## config.mk

```make
export PLATFORM = sky130hd
export DESIGN_NAME = psd_strap_decoder
export DESIGN_NICKNAME = d
export VERILOG_FILES = /design/src/hw/psd_pin_sync.v /design/src/hw/psd_strap_decoder.v
export VERILOG_INCLUDE_DIRS = /design/src /design/src/common
export SDC_FILE = /design/constraint.sdc
export NUM_CORES = 1
export LEC_CHECK = 0
export BUFFER_PORTS_ARGS = -buffer_cell sky130_fd_sc_hd__buf_2
export CORE_MARGIN = 2
export CORE_UTILIZATION = 35
export DETAILED_ROUTE_END_ITERATION = 8
export PLACE_DENSITY = 0.71
export SLEW_MARGIN = 20
export SYNTH_ARGS = -nofsm -noshare
export SYNTH_HDL_FRONTEND = slang
export SYNTH_SLANG_ARGS = --single-unit
```

## constraint.sdc

```tcl
create_clock -name clk -period 1.31 [get_ports clk]
set_input_delay 0.0655 -clock clk [delete_from_list [all_inputs] [get_ports clk]]
set_output_delay 0.0655 -clock clk [all_outputs]
set_load 0.01 [all_outputs]
```

## src/common/psd_defines.vh

```
// constants for the power-up strap decoder
`ifndef PSD_DEFINES_VH
`define PSD_DEFINES_VH

// ****************************************
// register byte offsets
// ****************************************
`define PSD_OFF_STATUS 4'h0
`define PSD_OFF_CONTROL 4'h4
`define PSD_OFF_LIVE 4'h8

// ****************************************
// status register fields
// ****************************************
`define PSD_ST_SOCKET 0
`define PSD_ST_XOR 1
`define PSD_ST_HIZ 2
`define PSD_ST_FREQ_LO 3
`define PSD_ST_FREQ_HI 4
`define PSD_ST_DEPTH_LO 5
`define PSD_ST_DEPTH_HI 7
`define PSD_ST_COLD 8

// ****************************************
// control register fields and reset value
// ****************************************
`define PSD_CT_FORCE_DEPTH1 0
`define PSD_CTRL_RESET 1'h0

// ****************************************
// pin vector positions
// ****************************************
`define PSD_PIN_SOCKET 0
`define PSD_PIN_XOR 1
`define PSD_PIN_HIZ 2
`define PSD_PIN_FREQ_LO 3
`define PSD_PIN_DEPTH 4
`define PSD_PIN_FREQ_HI 5
`define PSD_PIN_CPU_RST 6
`define PSD_PIN_COLD_RST 7
`define PSD_PIN_COUNT 8
`define PSD_PIN_RESET 8'h00

// ****************************************
// decoded values
// ****************************************
`define PSD_FREQ_66 2'h0
`define PSD_FREQ_100 2'h1
`define PSD_FREQ_133 2'h2
`define PSD_DEPTH_4 3'h4
`define PSD_DEPTH_1 3'h1

// ****************************************
// bus answers
// ****************************************
`define PSD_RESP_OKAY 2'h0
`define PSD_RESP_SLVERR 2'h2
`define PSD_ZERO32 32'h0000_0000

`endif

```

## src/hw/psd_pin_sync.v

```verilog
// three-flop synchroniser with agreement filter for strap and reset pins
`timescale 1ns/100ps
module psd_pin_sync #(
  parameter WIDTH = 8,
  parameter [WIDTH-1:0] RESET_VALUE = {WIDTH{1'b0}}
) (
  input wire clk,
  input wire rst_n,
  input wire [WIDTH-1:0] pin_in,
  output reg [WIDTH-1:0] pin_out
);
  reg [WIDTH-1:0] stage1;
  reg [WIDTH-1:0] stage2;
  reg [WIDTH-1:0] stage3;
  genvar i;

  // ****************************************
  // per-bit chain, a change counts once stages two and three agree
  // ****************************************
  generate
    for (i = 0; i < WIDTH; i = i + 1) begin : g_bit
      always @(posedge clk) begin
        if (!rst_n) begin
          stage1[i] <= RESET_VALUE[i];
          stage2[i] <= RESET_VALUE[i];
          stage3[i] <= RESET_VALUE[i];
          pin_out[i] <= RESET_VALUE[i];
        end else begin
          stage1[i] <= pin_in[i];
          stage2[i] <= stage1[i];
          stage3[i] <= stage2[i];
          if (stage2[i] == stage3[i]) begin
            pin_out[i] <= stage3[i];
          end
        end
      end
    end
  endgenerate
endmodule // psd_pin_sync

```

## src/hw/psd_strap_decoder.v

```verilog
// power-up strap decoder with an axi4-lite status port
// Behaviour
// RL1: socket strap 0 or float is pin socket
// RL2: capture all straps during cold reset; the queue-depth strap is latched at the processor reset rise instead
// RL3: xor strap 1 at reset enters xor test
// RL4: board holds xor strap high throughout test
// RL5: all-z strap 1 at reset tristates outputs
// RL6: high strap 133, else low strap 66/100
// RL7: queue-depth strap at processor reset rise: 4/1
// RL8: latched straps held until next cold reset; the depth strap is latched again at every processor reset rise
//
// Implementation choices: register access over AXI4-Lite and the register addresses.
`timescale 1ns/100ps
`include "psd_defines.vh"
module psd_strap_decoder (
  input wire clk,
  input wire rst_n,
  input wire cold_reset_n,
  input wire processor_reset_n,
  input wire socket_type_strap,
  input wire xor_test_strap,
  input wire all_outputs_hiz_strap,
  input wire host_freq_low_strap,
  input wire host_freq_high_strap,
  input wire queue_depth_strap,
  output reg socket_is_slot,
  output reg xor_test_mode,
  output reg all_outputs_hiz,
  output reg [1:0] host_freq_sel,
  output reg [2:0] in_order_queue_depth,
  input wire [3:0] s_axi_awaddr,
  input wire s_axi_awvalid,
  output reg s_axi_awready,
  input wire [31:0] s_axi_wdata,
  input wire [3:0] s_axi_wstrb,
  input wire s_axi_wvalid,
  output reg s_axi_wready,
  output reg [1:0] s_axi_bresp,
  output reg s_axi_bvalid,
  input wire s_axi_bready,
  input wire [3:0] s_axi_araddr,
  input wire s_axi_arvalid,
  output reg s_axi_arready,
  output reg [31:0] s_axi_rdata,
  output reg [1:0] s_axi_rresp,
  output reg s_axi_rvalid,
  input wire s_axi_rready
);
  wire [`PSD_PIN_COUNT-1:0] raw_pins;
  wire [`PSD_PIN_COUNT-1:0] pins;
  wire cold_active;
  wire cpu_rst_rise;
  reg cpu_rst_prev;
  reg depth_prev;
  reg lat_socket;
  reg lat_xor;
  reg lat_hiz;
  reg lat_freq_lo;
  reg lat_freq_hi;
  reg lat_depth;
  reg force_depth1;
  reg [1:0] next_freq;
  reg [2:0] next_depth;
  reg [3:0] aw_addr;
  reg aw_held;
  reg [31:0] w_data;
  reg w_strb0;
  reg w_held;
  reg [31:0] read_word;
  reg read_ok;

  // ****************************************
  // pin synchronisers
  // ****************************************
  assign raw_pins = {cold_reset_n, processor_reset_n, host_freq_high_strap,
                     queue_depth_strap, host_freq_low_strap, all_outputs_hiz_strap,
                     xor_test_strap, socket_type_strap};

  psd_pin_sync #(
    .WIDTH(`PSD_PIN_COUNT),
    .RESET_VALUE(`PSD_PIN_RESET)
  ) u_sync (
    .clk(clk),
    .rst_n(rst_n),
    .pin_in(raw_pins),
    .pin_out(pins)
  );

  assign cold_active = ~pins[`PSD_PIN_COLD_RST];
  assign cpu_rst_rise = pins[`PSD_PIN_CPU_RST] & ~cpu_rst_prev;

  // ****************************************
  // strap capture
  // ****************************************
  always @(posedge clk) begin
    if (!rst_n) begin
      lat_socket <= 1'b0;
      lat_xor <= 1'b0;
      lat_hiz <= 1'b0;
      lat_freq_lo <= 1'b0;
      lat_freq_hi <= 1'b0;
      lat_depth <= 1'b0;
      cpu_rst_prev <= 1'b0;
      depth_prev <= 1'b0;
    end else begin
      cpu_rst_prev <= pins[`PSD_PIN_CPU_RST];
      depth_prev <= pins[`PSD_PIN_DEPTH];
      // track the pins only while cold reset is asserted, then freeze [RL2] [RL8]
      if (cold_active) begin
        lat_socket <= pins[`PSD_PIN_SOCKET]; // [RL1]
        lat_xor <= pins[`PSD_PIN_XOR]; // [RL3]
        lat_hiz <= pins[`PSD_PIN_HIZ]; // [RL5]
        lat_freq_lo <= pins[`PSD_PIN_FREQ_LO]; // [RL6]
        lat_freq_hi <= pins[`PSD_PIN_FREQ_HI]; // [RL6]
      end
      // depth strap as it stood just before the processor reset rising edge [RL7]
      // the shared pin may carry traffic from that edge on
      if (cpu_rst_rise) begin
        lat_depth <= depth_prev;
      end
    end
  end

  // ****************************************
  // decode
  // ****************************************
  always @* begin
    if (lat_freq_hi) begin
      next_freq = `PSD_FREQ_133; // [RL6]
    end else if (lat_freq_lo) begin
      next_freq = `PSD_FREQ_100; // [RL6]
    end else begin
      next_freq = `PSD_FREQ_66; // [RL6]
    end
    if (lat_depth | force_depth1) begin
      next_depth = `PSD_DEPTH_1; // [RL7]
    end else begin
      next_depth = `PSD_DEPTH_4; // [RL7]
    end
  end

  always @(posedge clk) begin
    if (!rst_n) begin
      socket_is_slot <= 1'b0;
      xor_test_mode <= 1'b0;
      all_outputs_hiz <= 1'b0;
      host_freq_sel <= `PSD_FREQ_66;
      in_order_queue_depth <= `PSD_DEPTH_4;
    end else begin
      socket_is_slot <= lat_socket; // [RL1]
      // test ends once the board lets the strap fall [RL3] [RL4]
      xor_test_mode <= lat_xor & pins[`PSD_PIN_XOR];
      all_outputs_hiz <= lat_hiz; // [RL5]
      host_freq_sel <= next_freq;
      in_order_queue_depth <= next_depth;
    end
  end

  // ****************************************
  // axi4-lite write path
  // ****************************************
  always @(posedge clk) begin
    if (!rst_n) begin
      s_axi_awready <= 1'b0;
      s_axi_wready <= 1'b0;
      s_axi_bvalid <= 1'b0;
      s_axi_bresp <= `PSD_RESP_OKAY;
      aw_held <= 1'b0;
      w_held <= 1'b0;
      aw_addr <= 4'h0;
      w_data <= `PSD_ZERO32;
      w_strb0 <= 1'b0;
      force_depth1 <= `PSD_CTRL_RESET;
    end else begin
      s_axi_awready <= ~aw_held & ~s_axi_bvalid & ~(s_axi_awvalid & s_axi_awready);
      s_axi_wready <= ~w_held & ~s_axi_bvalid & ~(s_axi_wvalid & s_axi_wready);
      if (s_axi_awvalid & s_axi_awready) begin
        aw_held <= 1'b1;
        aw_addr <= s_axi_awaddr;
      end
      if (s_axi_wvalid & s_axi_wready) begin
        w_held <= 1'b1;
        w_data <= s_axi_wdata;
        w_strb0 <= s_axi_wstrb[0];
      end
      if (aw_held & w_held & ~s_axi_bvalid) begin
        aw_held <= 1'b0;
        w_held <= 1'b0;
        s_axi_bvalid <= 1'b1;
        if (aw_addr == `PSD_OFF_CONTROL) begin
          s_axi_bresp <= `PSD_RESP_OKAY;
          if (w_strb0) begin
            force_depth1 <= w_data[`PSD_CT_FORCE_DEPTH1];
          end
        end else if (aw_addr == `PSD_OFF_STATUS || aw_addr == `PSD_OFF_LIVE) begin
          s_axi_bresp <= `PSD_RESP_OKAY;
        end else begin
          s_axi_bresp <= `PSD_RESP_SLVERR;
        end
      end else if (s_axi_bvalid & s_axi_bready) begin
        s_axi_bvalid <= 1'b0;
      end
    end
  end

  // ****************************************
  // axi4-lite read path
  // ****************************************
  always @* begin
    read_word = `PSD_ZERO32;
    read_ok = 1'b1;
    case (s_axi_araddr)
      `PSD_OFF_STATUS: begin
        read_word[`PSD_ST_SOCKET] = socket_is_slot;
        read_word[`PSD_ST_XOR] = xor_test_mode;
        read_word[`PSD_ST_HIZ] = all_outputs_hiz;
        read_word[`PSD_ST_FREQ_HI:`PSD_ST_FREQ_LO] = host_freq_sel;
        read_word[`PSD_ST_DEPTH_HI:`PSD_ST_DEPTH_LO] = in_order_queue_depth;
        read_word[`PSD_ST_COLD] = cold_active;
      end
      `PSD_OFF_CONTROL: begin
        read_word[`PSD_CT_FORCE_DEPTH1] = force_depth1;
      end
      `PSD_OFF_LIVE: begin
        read_word[`PSD_PIN_COUNT-1:0] = pins;
      end
      default: begin
        read_ok = 1'b0;
      end
    endcase
  end

  always @(posedge clk) begin
    if (!rst_n) begin
      s_axi_arready <= 1'b0;
      s_axi_rvalid <= 1'b0;
      s_axi_rdata <= `PSD_ZERO32;
      s_axi_rresp <= `PSD_RESP_OKAY;
    end else begin
      s_axi_arready <= ~s_axi_rvalid & ~(s_axi_arvalid & s_axi_arready);
      if (s_axi_arvalid & s_axi_arready) begin
        s_axi_rvalid <= 1'b1;
        s_axi_rdata <= read_word;
        s_axi_rresp <= read_ok ? `PSD_RESP_OKAY : `PSD_RESP_SLVERR;
      end else if (s_axi_rvalid & s_axi_rready) begin
        s_axi_rvalid <= 1'b0;
      end
    end
  end
endmodule // psd_strap_decoder

```

Yosys cells after proc, flatten, opt, wreduce, memory -nomap -nowiden:

Index checks and enable logic that the tools add are counted.

* memory bits (writable): 0
* ROM bits: 0
* flip-flop bits (word level): 75
* memories kept: 0
* word-level logic and storage cells: 120
* output and inout bits: 49
* latch bits: 0

* equal/unequal tests: 12
* divide/modulo/power cells: 0
* reductions and logical operators: 9
* $add $sub $neg: 0
* order comparisons: 0
* mux-type cells: 14
* multiply operators: 0
* bitwise operators: 25
* shift-type cells: 0

Operator list (number)
* 1-bit bitwise AND: 14
* 7-bit one-hot mux with 2 select lines: 1
* 1-bit inverter: 10
* 1-bit equality test: 8
* 4-bit by 3-bit equality test with 1-bit output, second input constant: 2
* 4-bit equality test, second input constant: 2
* 4-bit zero test: 2
* 2-bit two-way mux: 4
* 1-bit two-way mux: 7
* 2-bit nonzero test: 2
* 2-bit OR reduction: 2
* 3-bit two-way mux: 1
* 1-bit one-hot mux with 3 select lines: 1
* 3-bit AND reduction: 1
* 3-bit OR reduction: 1
* 1-bit logical OR: 1
* 1-bit OR: 1

Logic depth before layout (Yosys ltp):

* depth in word-level cells: 4
* mapped depth: 4
* depth with buffers taken out: 3

By module:

A second synthesis with hierarchy kept.

* cell total of the unflattened synthesis: 259
* area, all modules: 2620.0 um^2

Modules (own cells, without submodules)
* psd_strap_decoder: seq. area each 800.8 um^2, cells each 176, area each 1659.1 um^2, times used 1
* psd_pin_sync: seq. area each 640.6 um^2, cells each 83, area each 960.9 um^2, times used 1

Worst setup path after synthesis:

No wires, ideal clock.

* path kind: reg-to-reg
* start point: reg s_axi_arready
* end point: reg s_axi_rdata[8]
* period minus slack after synthesis: 1163 ps
* data required time: 1240 ps
* cell stages (with the launch flop): 4
* setup time: 70 ps
* setup slack: 147 ps
* data arrival time: 1093 ps
* path through: dfxtp_1 > nand2_1 > or4_1 > a21boi_1

* longest elaborated chain between the ends: 1

RTL lines
* start, declared: line psd_strap_decoder.v:43 `output reg s_axi_arready,`
* start signal, assigned: line psd_strap_decoder.v:240 `s_axi_arready <= ~s_axi_rvalid & ~(s_axi_arvalid & s_axi_arready);`
* 1-bit bitwise AND: line psd_strap_decoder.v:241 `if (s_axi_arvalid & s_axi_arready) begin`
* end signal, assigned: line psd_strap_decoder.v:237 `` s_axi_rdata <= `PSD_ZERO32; ``
* end signal, assigned: line psd_strap_decoder.v:243 `s_axi_rdata <= read_word;`
* end, declared: line psd_strap_decoder.v:44 `output reg [31:0] s_axi_rdata,`

Every way passes these cells.
A chain may end at the register's enable or synchronous reset.

Worst setup path in the final report:

* start point: reg s_axi_bvalid
* end point: reg s_axi_bresp[1]

* longest elaborated chain between the ends: 2

RTL lines
* start, declared: line psd_strap_decoder.v:39 `output reg s_axi_bvalid,`
* start signal, assigned: line psd_strap_decoder.v:166 `s_axi_bvalid <= 1'b0;`
* start signal, assigned: line psd_strap_decoder.v:189 `s_axi_bvalid <= 1'b1;`
* start signal, assigned: line psd_strap_decoder.v:201 `s_axi_bvalid <= 1'b0;`
* 1-bit inverter: line psd_strap_decoder.v:186 `if (aw_held & w_held & ~s_axi_bvalid) begin`
* 1-bit bitwise AND: line psd_strap_decoder.v:186
* end signal, assigned: line psd_strap_decoder.v:191 `` s_axi_bresp <= `PSD_RESP_OKAY; ``
* end signal, assigned: line psd_strap_decoder.v:196 `` s_axi_bresp <= `PSD_RESP_OKAY; ``
* end signal, assigned: line psd_strap_decoder.v:198 `` s_axi_bresp <= `PSD_RESP_SLVERR; ``
* end, declared: line psd_strap_decoder.v:38 `output reg [1:0] s_axi_bresp,`

Every way passes these cells.

==> impl_metrics.py <==
metrics = {
    "grt": {
        "antenna_found_initial": 0,
        "grt_use_total": 0.121,
        "grt_max_degree": 31,
        "grt_pass1_wl_um": 7800,
        "first_global_vias": 1758,
        "grt_overflow_total": 0,
    },
    "synthesis": {
        "ys_ff_latch": 72,
        "synth-edff-count": 0,
        "syn_area_um2": 2660,
        "synth_top_flop_cell": "dfxtp_1",
        "async_reset_ff_frac": 0,
        "syn_inst": 266,
        "ys_types": 30,
        "avgSynthCellArea_um2": 10.0,
        "yosysSeqAreaShare": 0.542,
        "yosysWarnings": 0,
    },
    "detailed_routing": {
        "vias_per_cell": 4.32,
        "drt_iter0_markers": 53,
        "route.detailed.drc": 0,
        "wl_per_cell_um": 10.7,
        "drt-pass1-iter-count": 4,
        "drt-total-wl_um": 4700,
        "ant_nets": 0,
        "num_vias": 1894,
    },
    "setup_path": {
        "critPathKind": "register to register",
        "reg2reg_depth": 3,
        "r2r_setup_slack_ns": 0.12,
        "rr_endpoint": "s_axi_bresp[1]",
        "cp.required_ns": 1.53,
        "regToRegStartpoint": "s_axi_bvalid",
        "cp_max_fo": 5,
        "cp-end-kind": "register",
        "start_kind": "register",
        "worst-endpoint-arrival_ns": 1.42,
    },
    "clock_network": {
        "path_clk_slew_ns": 0.07,
        "cts_buffers": 9,
        "htreeDepth": 3,
        "cts_tree": "yes",
        "root_buffer": "clkbuf_8",
        "ctsLongestPathBuffers": 2,
        "cts_sinks": 72,
        "cts_setup_buffers": 0,
        "clk_latency_ns": 0.34,
    },
    "job": {
        "drv_cap": 0,
    },
    "cells_and_area": {
        "nFillCells": 722,
        "drive_above_1_share": 0.209,
        "final_nets": 393,
        "regArea_um2": 1440,
        "num_antenna_cells": 0,
        "final_cells": 438,
        "area_growth_pct": 24.7,
        "multi_input_area_um2": 1080,
    },
    "timing": {
        "setup_violations": 0,
        "fmax_mhz": 837,
        "hold_viol_final": 0,
        "finalCriticalPeriod_ns": 1.19,
        "fin_crit_sh": 0.912,
        "timing.final.ws_setup_ns": 0.116,
        "slew_viol_final": 0,
        "fin_skew_ns": 0.00793,
    },
    "floorplan": {
        "num_io_pins": 108,
        "die_area_um2": 8310,
        "die_x_um": 91.2,
        "die_y_um": 91.2,
        "start_util": 0.365,
        "fp-row-count": 31,
        "core_um2": 7290,
    },
    "min_path": {
        "hold_end": "w_data[0]",
        "hold_depth": 3,
        "worstHoldStart": "s_axi_wdata[0]",
        "hold_path_class": "input port to register",
    },
    "pwr": {
        "ir_worst_vdd_v": 0.000721,
        "p_leak_nw": 1.38,
        "power_density_nw_per_um2": 1300,
    },
    "outcome": {
        "outcome": "finished clean",
    },
    "placed_design": {
        "io_buffer_count": 47,
        "dp_cells": 406,
        "place_ws_ns": -0.0490,
        "dp.final_hpwl_um": 3190,
        "routabilityCongestion": 0.681,
    },
}
==> synth_stat cells, types with 2 or more instances <==
cell type / count / area [um^2]
a21boi_0: 22 / 165
dfxtp_1: 72 / 1440
nor2_1: 3 / 11.3
and2_1: 30 / 188
inv_1: 2 / 7.51
or3_1: 8 / 50.1
o21ai_0: 8 / 40.0
nor3b_1: 4 / 30.0
and3_1: 2 / 12.5
a21boi_1: 2 / 15.0
a21oi_1: 2 / 10.0
buf_4: 27 / 203
nand2b_1: 3 / 18.8
mux2i_1: 13 / 130
nand2_1: 31 / 116
nand3b_1: 4 / 30.0
clkbuf_1: 8 / 30.0
nor2b_1: 8 / 50.1
nand3_1: 6 / 30.0
==> metal layers <==
layer | GRT usage | routed length, um
met2 | 0.199 | 2190
met3 | 0.0556 | 279
met4 | 0.0417 | 35
met5 | 0 | 0
met1 | 0.140 | 2200
==> worst max-delay path by stage <==
stage | start | end | cells past startpoint
after floorplan | s_axi_arready | s_axi_rdata[8] | 3
after global placement | s_axi_araddr[2] | s_axi_rdata[8] | 4
after detailed placement | s_axi_araddr[2] | s_axi_rdata[8] | 4
after CTS | s_axi_arready | s_axi_rdata[3] | 4
after global routing | s_axi_bvalid | s_axi_bresp[1] | 3
final | s_axi_bvalid | s_axi_bresp[1] | 3
==> cell usage in the layout (no fill, tap or decap), types with 3 or more instances in the layout <==
cell,instances
buf_4,4
a21boi_1,3
nor2_1,3
dlygate4sd3_1,16
conb_1,26
dfxtp_1,71
clkbuf_8,11
nand3_1,6
mux2i_1,13
or3_1,8
nand3b_1,4
nor3b_1,4
buf_2,47
and2_1,30
nand2_1,30
o21ai_0,8
a21boi_0,21
nor2b_1,8
nand2b_1,3
==> registers in the layout, summed over array words and instances, names as in the netlist, 2 cells and up <==
name                  flops
host_freq_sel             2
u_sync.stage3             8
in_order_queue_depth      2
s_axi_rdata               9
aw_addr                   4
u_sync.stage2             8
u_sync.pin_out            8
u_sync.stage1             8
==> per-stage QoR <==
| step | util | TNS, ns | hold WS [ns] | total power [W] | instance area [um^2] |
|---|---|---|---|---|---|
| final | 0.455 | 0 | 0.00711 | 0.00430 | 3310 |
| after global routing | 0.455 | -0.0210 | 0.00312 | 0.00450 | 3310 |
| after CTS | 0.452 | 0 | 0.000450 | 0.00435 | 3300 |
| after detailed placement | 0.403 | -0.229 | 0.276 | 0.00258 | 2940 |
| after global placement | 0.403 | -0.0357 | 0.271 | 0.00257 | 2940 |
| after floorplan | - | 0 | 0.193 | 0.00253 | 2750 |
==> power by group <==
| group | internal (W) | switching (W) | leakage, nW | total [W] |
|---|---|---|---|---|
| Clock | 0.000979 | 0.000753 | 0.103 | 0.00173 |
| Sequential | 0.00225 | 0.0000367 | 0.587 | 0.00229 |
| Combinational | 0.000141 | 0.000144 | 0.686 | 0.000284 |
| Total | 0.00337 | 0.000933 | 1.38 | 0.00430 |
==> worst max-delay path, cell delays in order, from the launching register on <==
cell	delay, ns
dfxtp_1	0.33
nand3b_1	0.27
a2111oi_2	0.39
nor3b_1	0.09
==> timing repair <==
action | CTS | global route
endpoints found under the setup margin | 0 | 7
gates resized for setup | 0 | 6
hold buffers | 16 | 0
endpoints found under the hold margin | 16 | 0
==> cell families (layout without fill, tap and decap cells) <==
logic type | count (synthesis) | count (layout) | share of synthesized area
buf+inv | 39 | 87 | 0.0941
simple gates | 101 | 101 | 0.207
flops | 72 | 72 | 0.542
compound gates | 40 | 40 | 0.106
other cells | 1 | 26 | 0.00141
mux | 13 | 13 | 0.0489
==> cell type report <==
cell class              count  share of cell area
clock inverters             3              0.0121
repair buffers             69               0.140
clock buffers              13              0.0479
inverters                   2             0.00227
well taps                  99              0.0374
multi-input cells         180               0.325
flip-flops and latches     72               0.435
(Power assumes the default switching activity.)
